===== src/rtl/sfwe_pkg.sv =====
package sfwe_pkg;
   // Serial word geometry
   localparam int SFWE_WORD_MAX = 24;
   localparam int SFWE_LEN_W = 5;
   localparam logic [SFWE_LEN_W-1:0] SFWE_LEN_RESET = 5'h18;
   localparam logic [SFWE_LEN_W-1:0] SFWE_LEN_MIN = 5'h01;
   localparam logic SFWE_MODE_NORMAL = 1'h0;
   localparam logic SFWE_MODE_NETWORK = 1'h1;
   localparam logic [SFWE_WORD_MAX-1:0] SFWE_DATA_RESET = 24'h000000;

   // Word engine states
   typedef enum logic [2:0] {
      SFWE_IDLE = 3'b001,
      SFWE_SHIFT = 3'b010,
      SFWE_WAIT = 3'b100
   } sfwe_state_t;
endpackage


===== src/rtl/sfwe_engine.sv =====
`timescale 1ns/1ps
`default_nettype none
// Overview of operation
// [RULE1] Normal mode: rising frame sync starts the bit counter and shifting.
// [RULE2] Counter at word length: clear it, load shift register into data register.
// [RULE3] Normal mode: bit clocks after word end are ignored.
// [RULE4] Normal mode: next word starts only on next rising frame sync.
// [RULE5] Network mode: rising frame sync also starts the bit counter.
// [RULE6] Network mode: flag marks the word that came with a frame sync.
// [RULE7] Network mode: keep counting, shift next word without frame sync.
// [RULE8] Network mode: packet complete only at next rising frame sync.
// [RULE9] Settings select mode and word length.
module sfwe_engine
   import sfwe_pkg::*;
(
   input wire logic clk_sys, // System clock, 100 MHz
   input wire logic reset, // Synchronous, active high
   input wire logic network_mode, // 1 = network, 0 = normal
   input wire logic [SFWE_LEN_W-1:0] word_length, // Bits per word, 1..24
   input wire logic serial_clk_in, // External bit clock pin
   input wire logic frame_sync_in, // External frame sync pin
   input wire logic serial_data_in, // Serial receive data pin
   input wire logic [SFWE_WORD_MAX-1:0] tx_word, // Word to send
   output logic serial_data_out, // Serial transmit data
   output logic serial_data_oe, // High while driving data pin
   output logic [SFWE_WORD_MAX-1:0] rx_word, // Data register
   output logic rx_word_valid, // Pulse: new word loaded
   output logic word_had_frame_sync_flag, // Network mode: word came with frame sync
   output logic packet_done, // Pulse: network packet complete
   output logic tx_word_taken // Pulse: tx_word sampled
);
   // Receive assembly, transmit shift and data register
   sfwe_state_t state_reg, state_next;
   logic [SFWE_LEN_W-1:0] count_reg, count_next;
   logic [SFWE_WORD_MAX-1:0] shift_reg, shift_next;
   logic [SFWE_WORD_MAX-1:0] txsh_reg, txsh_next;
   logic [SFWE_WORD_MAX-1:0] rx_word_reg, rx_word_next;
   logic valid_reg, valid_next;
   logic fsflag_reg, fsflag_next;
   logic first_reg, first_next;
   logic done_reg, done_next;
   logic taken_reg, taken_next;
   logic sdo_reg, sdo_next;
   logic oe_reg, oe_next;
   logic [SFWE_LEN_W-1:0] len_eff;
   // Edge pulses and levels from the pin synchronisers
   logic sck_rise, sck_fall, fs_rise, sdi_level;

   // Out of range lengths are clamped so the counter always terminates
   function automatic logic [SFWE_LEN_W-1:0] clamp_len(input logic [SFWE_LEN_W-1:0] l);
      if (l < SFWE_LEN_MIN) begin
         clamp_len = SFWE_LEN_MIN;
      end else if (l > SFWE_LEN_W'(SFWE_WORD_MAX)) begin
         clamp_len = SFWE_LEN_W'(SFWE_WORD_MAX);
      end else begin
         clamp_len = l;
      end
   endfunction

   // Length is read live; change it only while the port is idle
   assign len_eff = clamp_len(word_length); // [RULE9]

   // Every pin passes two flops, so edges lag the pins by about two cycles
   // Bit clock must stay high and low for at least three system clocks
   sfwe_sync_edge u_sck (
      .clk_sys(clk_sys),
      .reset(reset),
      .async_in(serial_clk_in),
      .level_out(),
      .rise_pulse(sck_rise),
      .fall_pulse(sck_fall)
   );

   sfwe_sync_edge u_fs (
      .clk_sys(clk_sys),
      .reset(reset),
      .async_in(frame_sync_in),
      .level_out(),
      .rise_pulse(fs_rise),
      .fall_pulse()
   );

   sfwe_sync_edge u_sdi (
      .clk_sys(clk_sys),
      .reset(reset),
      .async_in(serial_data_in),
      .level_out(sdi_level),
      .rise_pulse(),
      .fall_pulse()
   );

   // Word engine: data sampled on bit clock rise, driven on fall
   always_comb begin
      // Pulses default low; everything else holds
      state_next = state_reg;
      count_next = count_reg;
      shift_next = shift_reg;
      txsh_next = txsh_reg;
      rx_word_next = rx_word_reg;
      valid_next = 1'h0;
      fsflag_next = fsflag_reg;
      first_next = first_reg;
      done_next = 1'h0;
      taken_next = 1'h0;
      sdo_next = sdo_reg;
      oe_next = oe_reg;
      // One-hot states; an illegal code falls back to idle
      case (state_reg)
         SFWE_IDLE: begin
            oe_next = 1'h0;
            if (fs_rise) begin
               // Start counting from zero on frame sync
               state_next = SFWE_SHIFT; // [RULE1] [RULE5]
               count_next = '0;
               // Empty register so short words read back zero extended
               shift_next = SFWE_DATA_RESET;
               first_next = 1'h1;
               txsh_next = tx_word;
               taken_next = 1'h1;
               // First bit must stand before the first bit clock rise
               sdo_next = tx_word[SFWE_WORD_MAX-1];
               oe_next = 1'h1;
            end
         end
         SFWE_SHIFT: begin
            if (fs_rise && network_mode && !first_reg) begin
               // Fresh frame sync closes the packet and restarts
               // A partly shifted word is dropped, not delivered
               done_next = 1'h1; // [RULE8]
               count_next = '0;
               shift_next = SFWE_DATA_RESET;
               first_next = 1'h1;
               txsh_next = tx_word;
               taken_next = 1'h1;
               // Output enable stays high across the restart
               sdo_next = tx_word[SFWE_WORD_MAX-1];
            end else if (sck_rise) begin
               shift_next = {shift_reg[SFWE_WORD_MAX-2:0], sdi_level};
               if (count_reg + 5'h01 == len_eff) begin
                  count_next = '0; // [RULE2]
                  rx_word_next = {shift_reg[SFWE_WORD_MAX-2:0], sdi_level}; // [RULE2]
                  // Next word assembles from an empty register
                  shift_next = SFWE_DATA_RESET;
                  valid_next = 1'h1;
                  // In network mode only the first word after a frame sync is marked; normal-mode words never are
                  fsflag_next = network_mode & first_reg; // [RULE6]
                  first_next = 1'h0;
                  if (network_mode) begin
                     // Chained word reuses whatever tx_word holds now
                     txsh_next = tx_word; // [RULE7]
                     taken_next = 1'h1;
                  end else begin
                     state_next = SFWE_WAIT; // [RULE3]
                  end
               end else begin
                  // Advance the transmit word by one bit
                  count_next = count_reg + 5'h01;
                  txsh_next = {txsh_reg[SFWE_WORD_MAX-2:0], 1'h0};
               end
            end else if (sck_fall) begin
               // Transmit word is left aligned: MSB first whatever the length
               sdo_next = txsh_reg[SFWE_WORD_MAX-1];
            end
         end
         SFWE_WAIT: begin
            // Pin is released between words
            oe_next = 1'h0;
            // Bit clocks are dropped here until the next frame sync
            if (fs_rise) begin
               state_next = SFWE_SHIFT; // [RULE4]
               count_next = '0;
               shift_next = SFWE_DATA_RESET;
               first_next = 1'h1;
               txsh_next = tx_word;
               taken_next = 1'h1;
               sdo_next = tx_word[SFWE_WORD_MAX-1];
               oe_next = 1'h1;
            end
         end
         default: begin
            state_next = SFWE_IDLE;
         end
      endcase
   end

   // State registers, synchronous reset only
   always_ff @(posedge clk_sys) begin
      if (reset) begin
         state_reg <= SFWE_IDLE;
         count_reg <= '0;
         shift_reg <= SFWE_DATA_RESET;
         txsh_reg <= SFWE_DATA_RESET;
         rx_word_reg <= SFWE_DATA_RESET;
         valid_reg <= 1'h0;
         fsflag_reg <= 1'h0;
         first_reg <= 1'h0;
         done_reg <= 1'h0;
         taken_reg <= 1'h0;
         sdo_reg <= 1'h0;
         oe_reg <= 1'h0;
      end else begin
         state_reg <= state_next;
         count_reg <= count_next;
         shift_reg <= shift_next;
         txsh_reg <= txsh_next;
         rx_word_reg <= rx_word_next;
         valid_reg <= valid_next;
         fsflag_reg <= fsflag_next;
         first_reg <= first_next;
         done_reg <= done_next;
         taken_reg <= taken_next;
         sdo_reg <= sdo_next;
         oe_reg <= oe_next;
      end
   end

   // Outputs straight from flops, so no glitches reach the pins
   assign rx_word = rx_word_reg;
   assign rx_word_valid = valid_reg;
   assign word_had_frame_sync_flag = fsflag_reg;
   assign packet_done = done_reg;
   assign tx_word_taken = taken_reg;
   assign serial_data_out = sdo_reg;
   assign serial_data_oe = oe_reg;
endmodule
`default_nettype wire


===== src/rtl/sfwe_sync_edge.sv =====
`timescale 1ns/1ps
`default_nettype none
module sfwe_sync_edge (
   input wire logic clk_sys, // System clock
   input wire logic reset, // Synchronous reset
   input wire logic async_in, // Pin from outside domain
   output logic level_out, // Synchronised level
   output logic rise_pulse, // One-cycle rising edge
   output logic fall_pulse // One-cycle falling edge
);
   logic meta_reg, meta_next;
   logic sync_reg, sync_next;
   logic last_reg, last_next;

   // Two flops, then a history flop for edge detection
   always_comb begin
      meta_next = async_in;
      sync_next = meta_reg;
      last_next = sync_reg;
   end

   always_ff @(posedge clk_sys) begin
      if (reset) begin
         meta_reg <= 1'h0;
         sync_reg <= 1'h0;
         last_reg <= 1'h0;
      end else begin
         meta_reg <= meta_next;
         sync_reg <= sync_next;
         last_reg <= last_next;
      end
   end

   assign level_out = sync_reg;
   assign rise_pulse = sync_reg & ~last_reg;
   assign fall_pulse = ~sync_reg & last_reg;
endmodule
`default_nettype wire


===== config.mk =====
export PLATFORM = sky130hd
export DESIGN_NAME = sfwe_engine
export DESIGN_NICKNAME = d
export VERILOG_FILES = /design/src/rtl/sfwe_pkg.sv /design/src/rtl/sfwe_engine.sv /design/src/rtl/sfwe_sync_edge.sv
export SDC_FILE = /design/constraint.sdc
export NUM_CORES = 1
export LEC_CHECK = 0
export BUFFER_PORTS_ARGS = -buffer_cell sky130_fd_sc_hd__buf_4
export CORE_MARGIN = 2
export CORE_UTILIZATION = 45
export DETAILED_ROUTE_END_ITERATION = 16
export PLACE_DENSITY = 0.7
export SLEW_MARGIN = 20
export SYNTH_ARGS = -nofsm -noshare
export SYNTH_HDL_FRONTEND = slang
export SYNTH_SLANG_ARGS = --single-unit

===== constraint.sdc =====
create_clock -name clk_sys -period 3.04 [get_ports clk_sys]
set_input_delay 0.152 -clock clk_sys [delete_from_list [all_inputs] [get_ports clk_sys]]
set_output_delay 0.152 -clock clk_sys [all_outputs]
set_load 0.01 [all_outputs]

==> flow_summary.toml <==
[timing]
fin_crit_ns = 2.45
drv_slew = 0
fmax_mhz = 408
worstMarginPinSlew_ns = 0.697
rsz0062_at_grt = "false"
period_share = 0.806
holdWs_ns = 0.0391
skew_ns = 0.0136
fin_setup_tns_ns = 0
slew_headroom = 0.535
setup_viol = 0
finalHoldViolCount = 0

[synth]
syn_area_mm2 = 0.00383
yosysSeqAreaShare = 0.492
syn-num-nets = 469
yosys_warnings = 0
synth_top_cell_by_area = "dfxtp_1"
syn_area_per_cell_um2 = 8.84
ys.flop_type = "dfxtp_1"
synth_top_cell_area_share = 0.492
synth_edf_count = 0
synth_cell_types = 45
synth.top_cells.by_area = "dfxtp_1 49%, nand2_1 9.6%, a31oi_2 5.6%, a22oi_1 4.7%, a21oi_1 4.4%"
async_reset_ff_frac = 0
postSynthCellCount = 433
ys_ff_latch = 94

[routing]
wl_per_cell_um = 13.2
antenna_left = 0
firstDrtPassIters = 4
drt-vias-per-instance = 5.28
drc = 0
drt_iter0_drc = 213
vias = 3163
routed_wl_mm = 7.88

[critical_path]
crit_chain = "ha_1, nand3_1, xnor2_1, a2111oi_2, buf_4, a31oi_4, buf_4, o21ai_0, a31oi_2"
slowest_stage = "dfxtp_1"
rr_worst_depth = 9
r2r_end = "txsh_reg[12]"
path_max_fanout = 49
crit_required_ns = 3.26
crit_path_start_kind = "flop"
crit_top_cell = "buf_4"
end_kind = "flop"
path_class = "flop to flop"
arrival_ns = 2.67
cp_slowest_stage_delay_ns = 0.41
r2r_start = "count_reg[0]"
reg2reg_slack_ns = 0.59

[clocking]
cts.clk_slew.worst_paths_ns = 0.10
tritoncts = "built"
numCtsBuffers = 9
htree_levels = 3
ctsResizeCount = 0
ctsHoldBuffers = 2
clockBufferDepth = 2
cts_root_buf = "clkbuf_8"
cts_setup_buffers = 0
clock-sinks = 94
clk_latency_ns = 0.36

[global_route]
overflow = 0
grt_antenna_before_repair = 0
grt_pass1_vias = 2962
grt_max_degree = 71
grt_use_total = 0.179
grt_pass1_wl_mm = 13.2

[die]
dieArea_mm2 = 0.00926
initial_core_util = 0.466
rows = 33
coreArea_mm2 = 0.00822
die_y_um = 96.2
die_x_um = 96.2
ios = 65

[power_and_ir_drop]
p_leak_uw = 0.00173
power_uw = 2220
power_density_mw_per_mm2 = 489
irDropWorstVdd_v = 0.000256

[placement]
io_buffers = 64
place_congestion = 0.803
placedInstanceArea_mm2 = 0.00433
dpl.hpwl_mm = 5.19

[finish]
stdcell_area_mm2 = 0.00454
fillers = 760
drive_above_1_share = 0.237
nets = 525
area_growth_pct = 18.7
antenna_cells = 0

[worst_hold_path]
hold_depth = 2
min_from = "serial_clk_in"
hp-class = "input port to flop"
min_to = "u_sck.meta_reg"

[status]
status = "finished clean"

[job]
drv_cap = 0
## kinds of logic after synthesis
group	share of synthesized area
simple gates	0.185
compound gates	0.241
flops	0.492
buf+inv	0.0552
xor+xnor	0.0183
mux	0.00523
fa+ha+maj	0.00327
## cell type report
cell class / instances / area (um2) / share of cell area
Clock buffer: 9 / 124 / 0.0273
Sequential cell: 94 / 1880 / 0.414
Multi-Input combinational cell: 302 / 1740 / 0.382
Tap cell: 105 / 131 / 0.0289
Clock inverter: 7 / 67.6 / 0.0149
Timing Repair Buffer: 77 / 583 / 0.128
Inverter: 5 / 18.8 / 0.00413
## worst max path at each step
stage	start	endpoint	slack (ns)	cells past startpoint
after floorplan	count_reg[0]	count_reg[3]	0.93	9
after detailed placement	count_reg[0]	txsh_reg[12]	0.57	9
final	count_reg[0]	txsh_reg[12]	0.59	9
after global routing	count_reg[0]	txsh_reg[4]	0.35	9
after global placement	count_reg[0]	txsh_reg[3]	0.70	9
after CTS	count_reg[0]	txsh_reg[12]	0.57	9
## layout by cell type (no fill, tap or decap), drive strengths merged, types with 9 or more instances in the layout
cell and count:
nor2 36, dfxtp 94, o21ai 27, buf 75, nor2b 11, clkbuf 9
a21oi 34, nand2 98, a31oi 24, a22oi 24
## critical path: cells and delay by family, from the launching register on
kind / cells / cell delay [ns]
compound gates: 4 / 0.78
buf+inv: 2 / 0.57
flops: 1 / 0.41
fa+ha+maj: 1 / 0.25
xor+xnor: 1 / 0.17
simple gates: 1 / 0.15
## power breakdown
part	switching (uW)	internal (uW)	leakage [uW]	total, uW
clock network	471	316	0.0000936	786
logic	95.2	71.7	0.000878	167
registers	12.7	1250	0.000761	1270
## through the flow
stage / utilization / instances / setup slack, ns
final: 0.553 / 599 / 0.590
after global routing: 0.553 / 599 / 0.348
after CTS: 0.553 / 599 / 0.570
after detailed placement: 0.527 / 581 / 0.574
after global placement: 0.527 / 581 / 0.703
after floorplan: - / 433 / 0.927
## metal layers
metal	share of wire	track usage
met3	0.047	0.0345
met1	0.47	0.232
met5	0	0
met4	0.013	0.0679
met2	0.47	0.294
## Yosys cell counts (all sizes together), types with 5 or more instances
library cell and number:
nand2 98, dfxtp 94, nor2 36, a21oi 34, o21ai 27, a22oi 24
a31oi 24, buf 19, clkbuf 13, nor2b 11, nand3 6, xnor2 6
inv 5
Note: power is estimated with default switching activity, not from simulation.
